<file path="config.mk">
export PLATFORM = sky130hd
export DESIGN_NAME = sfx_exec_unit
export DESIGN_NICKNAME = d
export VERILOG_FILES = /design/src/core/sfx_exec_unit.v /design/src/core/sfx_shift_unit.v
export VERILOG_INCLUDE_DIRS = /design/src /design/src/core
export SDC_FILE = /design/constraint.sdc
export NUM_CORES = 1
export LEC_CHECK = 0
export ABC_AREA = 0
export BUFFER_PORTS_ARGS = -buffer_cell sky130_fd_sc_hd__buf_4
export CAP_MARGIN = 40
export CORE_MARGIN = 2
export CORE_UTILIZATION = 40
export DETAILED_ROUTE_END_ITERATION = 12
export HOLD_SLACK_MARGIN = 0.08
export PLACE_DENSITY_LB_ADDON = 0.12
export SLEW_MARGIN = 20
export SYNTH_ARGS = -nofsm -noshare
export SYNTH_HDL_FRONTEND = slang
export SYNTH_SLANG_ARGS = --single-unit
</file>
<file path="constraint.sdc">
create_clock -name clk_sys -period 4.15 [get_ports clk_sys]
set_clock_uncertainty 0.05 [all_clocks]
set_input_delay 0.2075 -clock clk_sys [delete_from_list [all_inputs] [get_ports clk_sys]]
set_output_delay 0.2075 -clock clk_sys [all_outputs]
set_load 0.03 [all_outputs]
</file>
<file path="src/core/sfx_map.vh">
// Constants for the shift, flag and load/store execution unit
//
// Operation
// - Rotate right through carry puts old carry in bit 7, shifts down, old bit 0 to carry, sets Z,C,N,V in one cycle.
// - Arithmetic shift right moves bits 7..1 to 6..0, keeps bit 7, sets Z,C,N,V in one cycle.
// - Bit copy to flag puts the chosen source bit into the transfer flag in one cycle, nothing else changes.
// - Flag copy to bit puts the transfer flag into the chosen destination bit in one cycle, flags unchanged.
// - Single-cycle raise and lower of the half-carry flag touch only that flag.
// - Single-cycle raise and lower of the overflow flag touch only that flag.
// - Single-cycle raise and lower of the sign flag touch only it; carry, negative and zero have the same.
// - Indirect read loads the byte at the pointer, then post-increment adds one; two cycles, no flags.
// - Pre-decrement read first subtracts one from the pointer, then loads; two cycles, no flags.
// - Displaced read loads from the second or third pointer plus offset, pointer kept; two cycles, no flags.
// - Absolute read loads the byte at the address in the command; two cycles, no flags.
// - Indirect write stores at the pointer, then post-increment adds one; two cycles, no flags.
// - Pre-decrement write first subtracts one from the pointer, then stores; two cycles, no flags.
// - Displaced write stores at the second or third pointer plus offset, pointer kept; two cycles, no flags.
`ifndef SFX_MAP_VH
`define SFX_MAP_VH

// Command codes
`define SFX_OP_ROTATE_RIGHT_CARRY 4'h0
`define SFX_OP_ARITH_SHIFT_RIGHT  4'h1
`define SFX_OP_BIT_COPY_TO_FLAG   4'h2
`define SFX_OP_FLAG_COPY_TO_BIT   4'h3
`define SFX_OP_FLAG_RAISE         4'h4
`define SFX_OP_FLAG_LOWER         4'h5
`define SFX_OP_MEMORY_READ        4'h6
`define SFX_OP_MEMORY_WRITE       4'h7
`define SFX_OP_READ_ABSOLUTE      4'h8
`define SFX_OP_WRITE_ABSOLUTE     4'h9

// Addressing modes of indirect access
`define SFX_MODE_PLAIN    2'h0
`define SFX_MODE_POST_INC 2'h1
`define SFX_MODE_PRE_DEC  2'h2
`define SFX_MODE_DISPLACE 2'h3

// Pointer pair select
`define SFX_PTR_FIRST  2'h0
`define SFX_PTR_SECOND 2'h1
`define SFX_PTR_THIRD  2'h2

// Low register index of the first pointer pair
`define SFX_PTR_BASE_INDEX 5'h1A

// Status flag bit positions
`define SFX_FLAG_C 3'h0
`define SFX_FLAG_Z 3'h1
`define SFX_FLAG_N 3'h2
`define SFX_FLAG_V 3'h3
`define SFX_FLAG_S 3'h4
`define SFX_FLAG_H 3'h5
`define SFX_FLAG_T 3'h6
`define SFX_FLAG_I 3'h7

// Reset values
`define SFX_FLAGS_RESET 8'h00
`define SFX_REG_RESET   8'h00

`endif

</file>
<file path="src/core/sfx_exec_unit.v">
// Execution unit for shift, flag copy, flag set/clear, loads and stores
`timescale 1ns/1ns
`include "sfx_map.vh"
module sfx_exec_unit #(
  parameter REG_COUNT = 32,
  parameter IDX_WIDTH = 5
) (
  // Clock and reset
  input  wire                 clk_sys,
  input  wire                 reset_n,
  // Command port
  input  wire                 opValid,
  input  wire [3:0]           opCode,
  input  wire [IDX_WIDTH-1:0] opReg,
  input  wire [2:0]           opBit,
  input  wire [1:0]           opPtr,
  input  wire [1:0]           opMode,
  input  wire [5:0]           opDisp,
  input  wire [15:0]          opAddr,
  output reg                  busy,
  output reg                  done,
  // Register file preload and observation
  input  wire                 regWrEn,
  input  wire [IDX_WIDTH-1:0] regWrIdx,
  input  wire [7:0]           regWrData,
  input  wire [IDX_WIDTH-1:0] regRdIdx,
  output reg  [7:0]           regRdData,
  // Status flags
  output reg  [7:0]           statusFlags,
  // Data memory
  output reg  [15:0]          memAddr,
  output reg                  memRead,
  output reg                  memWrite,
  output reg  [7:0]           memWrData,
  input  wire [7:0]           memRdData
);

  ////////////////////////////////////////////////////////////////////////////
  // State and storage

  localparam ST_IDLE = 1'b0;
  localparam ST_MEM  = 1'b1;

  reg [7:0]           regFile [0:REG_COUNT-1];
  reg                 state;
  reg                 pendLoad;
  reg [IDX_WIDTH-1:0] pendDest;
  integer             i;

  ////////////////////////////////////////////////////////////////////////////
  // Helpers

  // Low register index of a pointer pair; the unused code maps to the third
  function [IDX_WIDTH-1:0] ptrIndex;
    input [1:0] sel;
    begin
      if (sel == 2'h3) begin
        ptrIndex = `SFX_PTR_BASE_INDEX + {2'h0, `SFX_PTR_THIRD, 1'b0};
      end else begin
        ptrIndex = `SFX_PTR_BASE_INDEX + {2'h0, sel, 1'b0};
      end
    end
  endfunction

  // Full 16-bit step so carry and borrow cross the byte boundary
  function [15:0] step16;
    input [15:0] value;
    input        down;
    begin
      if (down) begin
        step16 = value - 16'h0001;
      end else begin
        step16 = value + 16'h0001;
      end
    end
  endfunction

  // Loads write their destination at the second edge
  function isLoadCmd;
    input [3:0] code;
    begin
      isLoadCmd = (code == `SFX_OP_MEMORY_READ) ||
                  (code == `SFX_OP_READ_ABSOLUTE);
    end
  endfunction

  ////////////////////////////////////////////////////////////////////////////
  // Operand fetch and address generation

  wire [IDX_WIDTH-1:0] ptrLowIdx;
  wire [IDX_WIDTH-1:0] ptrHighIdx;
  wire [15:0]          ptrValue;
  wire [7:0]           srcByte;
  wire                 dispAllowed;

  assign ptrLowIdx   = ptrIndex(opPtr);
  assign ptrHighIdx  = ptrLowIdx + 5'h01;
  assign ptrValue    = {regFile[ptrHighIdx], regFile[ptrLowIdx]};
  assign srcByte     = regFile[opReg];
  // Only the second and third pairs take a displacement
  assign dispAllowed = (opPtr != `SFX_PTR_FIRST);

  reg [15:0] next_addr;
  reg [15:0] next_ptr;
  reg        ptrUpdate;

  always @* begin
    next_addr = ptrValue;
    next_ptr  = ptrValue;
    ptrUpdate = 1'b0;
    case (opMode)
      `SFX_MODE_POST_INC: begin
        next_addr = ptrValue;
        next_ptr  = step16(ptrValue, 1'b0);
        ptrUpdate = 1'b1;
      end
      `SFX_MODE_PRE_DEC: begin
        next_ptr  = step16(ptrValue, 1'b1);
        next_addr = next_ptr;
        ptrUpdate = 1'b1;
      end
      `SFX_MODE_DISPLACE: begin
        if (dispAllowed) begin
          next_addr = ptrValue + {10'h000, opDisp};
        end
      end
      default: begin
        next_addr = ptrValue;
      end
    endcase
  end

  ////////////////////////////////////////////////////////////////////////////
  // Shifter

  wire [7:0] shiftResult;
  wire       shiftC;
  wire       shiftZ;
  wire       shiftN;
  wire       shiftV;

  sfx_shift_unit u_shift (
    .operand (srcByte),
    .carryIn (statusFlags[`SFX_FLAG_C]),
    .arith   (opCode == `SFX_OP_ARITH_SHIFT_RIGHT),
    .result  (shiftResult),
    .flagC   (shiftC),
    .flagZ   (shiftZ),
    .flagN   (shiftN),
    .flagV   (shiftV)
  );

  ////////////////////////////////////////////////////////////////////////////
  // Flag update

  reg [7:0] next_flags;

  // Single writer, so a raise and a lower never meet in one cycle
  always @* begin
    next_flags = statusFlags;
    case (opCode)
      `SFX_OP_ROTATE_RIGHT_CARRY,
      `SFX_OP_ARITH_SHIFT_RIGHT: begin
        next_flags[`SFX_FLAG_C] = shiftC;
        next_flags[`SFX_FLAG_Z] = shiftZ;
        next_flags[`SFX_FLAG_N] = shiftN;
        next_flags[`SFX_FLAG_V] = shiftV;
      end
      `SFX_OP_BIT_COPY_TO_FLAG: begin
        next_flags[`SFX_FLAG_T] = srcByte[opBit];
      end
      `SFX_OP_FLAG_RAISE: begin
        next_flags[opBit] = 1'b1;
      end
      `SFX_OP_FLAG_LOWER: begin
        next_flags[opBit] = 1'b0;
      end
      default: begin
        // Copy to bit and memory commands keep every flag
        next_flags = statusFlags;
      end
    endcase
  end

  ////////////////////////////////////////////////////////////////////////////
  // Observation port

  // Registered, so it shows the value from before a write at the same edge
  always @(posedge clk_sys) begin
    if (!reset_n) begin
      regRdData <= 8'h00;
    end else begin
      regRdData <= regFile[regRdIdx];
    end
  end

  ////////////////////////////////////////////////////////////////////////////
  // Execution

  always @(posedge clk_sys) begin
    if (!reset_n) begin
      for (i = 0; i < REG_COUNT; i = i + 1) begin
        regFile[i] <= `SFX_REG_RESET;
      end
      state       <= ST_IDLE;
      busy        <= 1'b0;
      done        <= 1'b0;
      pendLoad    <= 1'b0;
      pendDest    <= {IDX_WIDTH{1'b0}};
      statusFlags <= `SFX_FLAGS_RESET;
      memAddr     <= 16'h0000;
      memRead     <= 1'b0;
      memWrite    <= 1'b0;
      memWrData   <= 8'h00;
    end else begin
      done      <= 1'b0;
      memRead   <= 1'b0;
      memWrite  <= 1'b0;
      case (state)
        ST_IDLE: begin
          if (opValid) begin
            statusFlags <= next_flags;
            case (opCode)
              `SFX_OP_ROTATE_RIGHT_CARRY,
              `SFX_OP_ARITH_SHIFT_RIGHT: begin
                regFile[opReg] <= shiftResult;
                done <= 1'b1;
              end
              `SFX_OP_BIT_COPY_TO_FLAG: begin
                done <= 1'b1;
              end
              `SFX_OP_FLAG_COPY_TO_BIT: begin
                regFile[opReg][opBit] <= statusFlags[`SFX_FLAG_T];
                done <= 1'b1;
              end
              `SFX_OP_FLAG_RAISE: begin
                done <= 1'b1;
              end
              `SFX_OP_FLAG_LOWER: begin
                done <= 1'b1;
              end
              `SFX_OP_MEMORY_READ: begin
                memAddr  <= next_addr;
                memRead  <= 1'b1;
                pendLoad <= isLoadCmd(opCode);
                pendDest <= opReg;
                busy     <= 1'b1;
                state    <= ST_MEM;
                if (ptrUpdate) begin
                  regFile[ptrLowIdx]  <= next_ptr[7:0];
                  regFile[ptrHighIdx] <= next_ptr[15:8];
                end
              end
              `SFX_OP_MEMORY_WRITE: begin
                memAddr   <= next_addr;
                memWrData <= srcByte;
                memWrite  <= 1'b1;
                pendLoad  <= 1'b0;
                busy      <= 1'b1;
                state     <= ST_MEM;
                if (ptrUpdate) begin
                  regFile[ptrLowIdx]  <= next_ptr[7:0];
                  regFile[ptrHighIdx] <= next_ptr[15:8];
                end
              end
              `SFX_OP_READ_ABSOLUTE: begin
                memAddr  <= opAddr;
                memRead  <= 1'b1;
                pendLoad <= isLoadCmd(opCode);
                pendDest <= opReg;
                busy     <= 1'b1;
                state    <= ST_MEM;
              end
              `SFX_OP_WRITE_ABSOLUTE: begin
                memAddr   <= opAddr;
                memWrData <= srcByte;
                memWrite  <= 1'b1;
                pendLoad  <= 1'b0;
                busy      <= 1'b1;
                state     <= ST_MEM;
              end
              default: begin
                // Unknown codes retire with no effect
                done <= 1'b1;
              end
            endcase
          end else if (regWrEn) begin
            regFile[regWrIdx] <= regWrData;
          end
        end
        ST_MEM: begin
          // Second cycle; memory answers while memRead is high
          if (pendLoad) begin
            regFile[pendDest] <= memRdData;
          end
          pendLoad <= 1'b0;
          busy     <= 1'b0;
          done     <= 1'b1;
          state    <= ST_IDLE;
        end
        default: begin
          state <= ST_IDLE;
          busy  <= 1'b0;
        end
      endcase
    end
  end

endmodule // sfx_exec_unit

</file>
<file path="src/core/sfx_shift_unit.v">
// Right rotate and arithmetic right shift with flag results
`timescale 1ns/1ns
module sfx_shift_unit (
  // Operand
  input  wire [7:0] operand,
  input  wire       carryIn,
  input  wire       arith,
  // Result
  output wire [7:0] result,
  output wire       flagC,
  output wire       flagZ,
  output wire       flagN,
  output wire       flagV
);

  wire topBit;

  // Arithmetic shift keeps the sign, rotate brings carry in
  assign topBit = arith ? operand[7] : carryIn;
  assign result = {topBit, operand[7:1]};
  assign flagC  = operand[0];
  assign flagZ  = (result == 8'h00);
  assign flagN  = result[7];
  // Overflow is N xor C after the shift
  assign flagV  = result[7] ^ operand[0];

endmodule // sfx_shift_unit

</file>
==> results of run 1 <==
[per-layer routing]
metal | GRT usage, % | vias up | routed length, um
met3 | 5.51 | 102 | 6630
met5 | 0 | - | 13
met2 | 43.1 | 828 | 32500
met4 | 7.93 | 2 | 1630
met1 | 41.1 | 8525 | 31000
li1 | - | 7364 | -
[report_power, final]
part,internal [W],switching (W),total (W),leakage (nW)
Clock,0.00208,0.00139,0.00347,0.624
Combinational,0.000567,0.000919,0.00149,4.18
Sequential,0.00345,0.0000743,0.00353,3.06
[worst max-delay path: cells and delay by family (launching register included)]
kind | cells | cell delay, ns
AO/OA/AOI/OAI | 6 | 1.48
buffers and inverters | 2 | 0.68
multiplexers | 2 | 0.52
adder cells (fa/ha/maj) | 2 | 0.46
flip-flops | 1 | 0.45
AND/OR/NAND/NOR | 2 | 0.26
[metrics by stage]
step	setup slack, ns	util [%]	hold slack (ns)	instances	TNS [ns]
3_5_place_dp	0.123	43.6	0.405	2516	0
2_1_floorplan	0.669	-	0.334	1909	0
6_report	0.133	47.1	0.116	2620	0
3_3_place_gp	0.122	43.6	0.408	2514	0
5_1_grt	-0.00179	47.1	0.122	2619	-0.00179
4_1_cts	0.0291	47.0	0.0827	2617	0
[path summary, 6_finish.rpt]
path	startpoint	endpoint	slack [ns]	cells after the start
max	regFile[28][0]	memAddr[6]	0.13	14
min	opCode[1]	memAddr[14]	0.12	3
max reg2reg	regFile[28][0]	memAddr[6]	0.13	14
min reg2reg	memAddr[6]	memAddr[6]	0.42	2
[Yosys cell counts (6+ instances only)]
master     count
a211oi_1      20
a21oi_1       55
a221oi_1      15
a22oi_1        7
a31oi_1       14
and2_1        11
and3_1        11
buf_1         22
buf_2         31
clkbuf_1     154
dfxtp_1       51
edfxtp_1     256
ha_1          11
inv_1         13
mux2_2        11
mux2i_1       68
mux4_2       130
nand2_1      118
nand2b_1      12
nand3_1       21
nand4_1        7
nor2_1       279
nor2b_1       19
nor3_1        59
nor3b_1        7
nor4_1         6
o2111ai_1      6
o211ai_1      19
o21a_1         9
o21ai_0      303
o221ai_1       6
o22ai_1       28
o31ai_1        7
or3_1         10
or4_1          8
xnor2_1       19
xor2_1         6
[registers in the layout, summed over array words and instances (netlist names), named ones only]
| name | cells |
|---|---|
| memWrData | 8 |
| memWrite | 1 |
| pendLoad | 1 |
| done | 1 |
| state | 1 |
| busy | 1 |
| memAddr | 16 |
| pendDest | 5 |
| memRead | 1 |
| statusFlags | 5 |
| regFile | 256 |
| regRdData | 8 |
[cell families after synthesis]
group	count (synthesis)	share of synthesized area (%)
AND/OR/NAND/NOR	586	13.4
adder cells (fa/ha/maj)	11	0.703
multiplexers	209	19.1
buffers and inverters	228	4.74
AO/OA/AOI/OAI	543	16.5
flip-flops	307	44.5
XOR/XNOR	25	1.12
[cell type report]
type	count	area (um2)
fill	4542	25700
multi-input combinational	1374	10100
sequential	307	8710
timing repair buffer	234	2030
clock buffer	50	1040
tap	622	778
clock inverter	17	248
inverter	15	56.3
antenna	1	2.50
[what timing repair did]
| item | in CTS | in global routing |
|---|---|---|
| hold endpoints to repair | 37 | 0 |
| hold buffers | 34 | 0 |
| endpoints found under the setup margin | 0 | 3 |
| resized for setup | 0 | 7 |
==> flow_metrics.py, run 1 <==
metrics = {
    "global_routing": {
        "grt_pass1_wl_um": 106000,
        "grt_usage_pct": 28.3,
        "first_global_vias": 15900,
        "grt_overflow": 0,
        "antenna_found_initial": 1,
        "grt_max_degree": 247,
    },
    "sta": {
        "fin_crit_sh_pct": 96.8,
        "worst-slew-pin-transition_ns": 1.32,
        "drv_slew": 0,
        "slew_headroom_pct": 11.9,
        "hold_viol": 0,
        "max_freq_mhz": 249,
        "fin_crit_ns": 4.02,
        "setup_violations": 0,
    },
    "final_layout": {
        "final_common_cell": "o21ai_0",
        "most-common-layout-cells": "o21ai_0, nor2_1, edfxtp_1, buf_4, mux4_2",
        "syn2layout_area_growth_pct": 17.0,
        "fin_nets": 2048,
        "fin_area_mm2": 0.0229,
        "drive_gt1_share_pct": 21.4,
    },
    "worst_setup_path": {
        "cp_max_fo": 5,
        "cpMaxStageDelayCell": "dlygate4sd3_1",
        "worstPathRequired_ns": 4.54,
        "worstPathArrival_ns": 4.41,
        "max_stage_delay_ns": 0.59,
        "cp-end-kind": "flip-flop",
        "crit_chain": "mux2_2, mux2i_4, inv_1, ha_1, ha_1, a31o_2, a221o_1, o311a_4, and3_1, o31ai_2, o2111ai_1, o2111ai_1, dlygate4sd3_1, nand2_1",
        "setup.worst_path.class": "flip-flop to flip-flop",
        "startpoint_type": "flip-flop",
    },
    "place": {
        "dpl.hpwl_um": 49400,
        "place.gp.congestion": 0.933,
        "dpl_cell_area_mm2": 0.0212,
        "io_buffers": 111,
    },
    "yosys": {
        "yosys_warnings": 0,
        "synth_ff_type": "edfxtp_1",
        "synth.avg_cell_area_um2": 10.3,
        "async_reset_ff_share_pct": 0,
        "ys_seq_area_share_pct": 44.5,
        "postSynthCellCount": 1909,
        "syn-num-nets": 1988,
        "synth_top_area_cell": "edfxtp_1",
        "synth-edff-count": 256,
        "synth.area.top_cells": "edfxtp_1, mux4_2, o21ai_0",
        "syn-cell-area_mm2": 0.0196,
        "ys_types": 73,
        "synth_seq_cells": 307,
        "synth_top_area_share_pct": 39.3,
    },
    "run_status": {
        "status": "finished, final reports clean",
    },
    "clock_tree": {
        "cts.sinks": 307,
        "cts_setup_buffers": 0,
        "insertion_delay_ns": 0.56,
        "cts_tree": "done",
        "ctsHtreeMaxLevel": 2,
        "cts.reportedPaths.clkPinSlew_ns": 0.06,
        "cts_buffer_depth": 3,
        "cts_root_buffer": "clkbuf_16",
        "cts_buffers": 37,
    },
    "route": {
        "dr.pass1.iters": 6,
        "ant_nets": 0,
        "vias_per_cell": 6.42,
        "wl_per_cell_um": 27.4,
        "totalWireLength_um": 71800,
        "via_count": 16800,
        "drt_first_iter_violations": 2090,
        "drc": 0,
    },
    "die": {
        "num_rows": 81,
        "core-area_mm2": 0.0486,
        "dieArea_mm2": 0.0507,
        "die_x_um": 225,
        "dieHeight_um": 225,
        "initial_core_util_pct": 40.2,
        "io_pins": 112,
    },
    "pwr": {
        "power_density_mw_per_mm2": 370,
        "power_w": 0.00848,
        "peakVddDrop_mv": 0.229,
        "p_leak_nw": 7.87,
    },
    "flow_run": {
        "max_cap_viol_count": 0,
    },
    "hold_path": {
        "worstHoldPathType": "primary input to flip-flop",
    },
}
Note: power is estimated with default switching activity, not from simulation.
==> run 2: changes to the inputs <==
--- a/config.mk
+++ b/config.mk
@@ -14,6 +14,7 @@
 export DETAILED_ROUTE_END_ITERATION = 12
 export HOLD_SLACK_MARGIN = 0.08
 export PLACE_DENSITY_LB_ADDON = 0.12
+export REMOVE_ABC_BUFFERS = 1
 export SLEW_MARGIN = 20
 export SYNTH_ARGS = -nofsm -noshare
 export SYNTH_HDL_FRONTEND = slang
==> run 2 against run 1 <==
Effect of this change:
- sequential cell count stayed put
- routed wire length fell by 3.2%
- clock power barely moved
- combinational power down 4%
- final area decreased by 0.82%
- via count down 0.77%
==> flow_metrics.py, run 2 (synthesis gave the netlist of run 1 again) <==
metrics = {
    "worst_setup_path": {
        "startpoint_type": "flip-flop",
        "worstPathRequired_ns": 4.61,
        "worstReg2RegStart": "regFile[28][2]",
        "worstPathArrival_ns": 4.38,
        "r2r.worst_path.cells": 14,
        "setup.worst_path.class": "flip-flop to flip-flop",
        "cp-end-kind": "flip-flop",
        "timing.rr.end": "memAddr[14]",
        "cp_max_fo": 7,
        "r2r_slack_ns": 0.22,
    },
    "sta": {
        "fin_crit_ns": 3.93,
        "setup_violations": 0,
        "max_freq_mhz": 255,
        "slew_headroom_pct": 42.3,
        "worst-slew-pin-transition_ns": 0.844,
        "drv_slew": 0,
        "fin_crit_sh_pct": 94.7,
        "hold_viol": 0,
        "rsz0062_at_grt": "false",
    },
    "run_status": {
        "status": "finished, final reports clean",
    },
    "hold_path": {
        "hold_depth": 4,
        "min_to": "statusFlags[1]",
        "hold_start": "opCode[1]",
        "worstHoldPathType": "primary input to flip-flop",
    },
    "route": {
        "vias_per_cell": 6.40,
        "ant_nets": 0,
        "wl_per_cell_um": 26.7,
        "drt_first_iter_violations": 2280,
        "totalWireLength_um": 69500,
        "drc": 0,
        "via_count": 16700,
        "dr.pass1.iters": 5,
    },
    "place": {
        "place.gp.congestion": 0.896,
        "io_buffers": 111,
        "dpl.hpwl_um": 46700,
        "dpl_cell_area_mm2": 0.0211,
    },
    "clock_tree": {
        "cts_buffers": 38,
        "cts_buffer_depth": 3,
        "ctsHtreeMaxLevel": 2,
        "cts.reportedPaths.clkPinSlew_ns": 0.06,
        "cts.sinks": 307,
        "cts_tree": "done",
        "cts_root_buffer": "clkbuf_16",
        "insertion_delay_ns": 0.57,
    },
    "final_layout": {
        "fin_area_mm2": 0.0227,
        "most-common-layout-cells": "o21ai_0, nor2_1, edfxtp_1, buf_4, mux4_2",
        "final_common_cell": "o21ai_0",
        "multiInputGateArea_mm2": 0.0100,
        "top_register": "regFile",
        "largest_reg_flops": 256,
        "fin_nets": 2035,
        "fillers": 4598,
        "syn2layout_area_growth_pct": 16.0,
        "antennaDiodeCount": 0,
        "seq_area_mm2": 0.00871,
        "drive_gt1_share_pct": 20.9,
        "top_regs": "regFile (256), memAddr (16)",
    },
    "die": {
        "io_pins": 112,
        "die_x_um": 225,
        "dieHeight_um": 225,
        "num_rows": 81,
        "initial_core_util_pct": 40.2,
        "dieArea_mm2": 0.0507,
        "core-area_mm2": 0.0486,
    },
    "pwr": {
        "power_w": 0.00842,
        "peakVddDrop_mv": 0.239,
        "power_density_mw_per_mm2": 370,
        "p_leak_nw": 7.79,
    },
    "global_routing": {
        "grt_pass1_wl_um": 104000,
        "first_global_vias": 15900,
        "grt_max_degree": 98,
        "grt_overflow": 0,
        "grt_usage_pct": 27.5,
        "antenna_found_initial": 2,
    },
    "flow_run": {
        "max_cap_viol_count": 0,
    },
}
run 2: cell types whose count changed in the layout (fill, tap and decap cells not counted), sizes merged:
cell and change:
buf -8, clkinv +6, dlygate4sd3 -6, clkbuf -3
clkinvlp -2, diode -1
run 2: critical path, stage by stage (launching register included):
cell	delay [ns]
edfxtp_1	0.42
mux2_2	0.31
o21ai_0	0.21
inv_1	0.12
ha_2	0.41
and3b_1	0.19
a221o_1	0.19
o311a_4	0.21
nor2_1	0.06
or4_1	0.50
o211ai_1	0.11
o311ai_1	0.14
buf_4	0.20
o31ai_1	0.17
dlygate4sd3_1	0.58
run 2: how the worst max path moves through the flow:
stage	start	endpoint	cells past startpoint
after floorplan	opMode[0]	regFile[27][4]	9
after global placement	opReg[0]	regFile[29][7]	11
after detailed placement	opReg[0]	regFile[31][7]	11
after CTS	regFile[26][0]	memAddr[14]	15
after global routing	regFile[28][3]	memAddr[14]	14
final	regFile[28][2]	memAddr[14]	14
run 2: repair_timing:
item | 4_1_cts | 5_1_grt
setup buffers | 0 | 2
setup endpoints to repair | 0 | 1
endpoints found under the hold margin | 39 | 0
gates resized for setup | 0 | 4
hold buffers | 28 | 0
run 2: cell type report:
type | instances | area share, %
clock buffer | 47 | 4.42
clock inverter | 21 | 1.12
inverter | 15 | 0.248
multi-input combinational | 1374 | 44.1
sequential | 307 | 38.3
tap | 622 | 3.43
timing repair buffer | 220 | 8.31
run 2: through the flow:
step / std cells / worst slack, ns / hold WS, ns / TNS, ns / utilization (%)
3_5_place_dp: 2507 / 0.327 / 0.401 / 0 / 43.4
6_report: 2606 / 0.222 / 0.137 / 0 / 46.7
5_1_grt: 2606 / 0.0151 / 0.155 / 0 / 46.7
3_3_place_gp: 2505 / 0.380 / 0.395 / 0 / 43.4
2_1_floorplan: 1696 / -0.789 / 0.230 / -37.02 / -
4_1_cts: 2603 / 0.100 / 0.112 / 0 / 46.6
run 2: layer usage:
| metal | global-route usage (%) | vias up | wire, um |
|---|---|---|---|
| met4 | 7.46 | 0 | 1620 |
| li1 | - | 7341 | - |
| met3 | 4.62 | 97 | 6200 |
| met5 | 0 | - | 0 |
| met2 | 42.1 | 806 | 31600 |
| met1 | 40.2 | 8447 | 30100 |
run 2: where the power goes:
group	total, W	switching, W	internal (W)
Clock	0.00346	0.00142	0.00204
Combinational	0.00143	0.000881	0.000550
Sequential	0.00352	0.0000727	0.00345
Total	0.00842	0.00237	0.00604
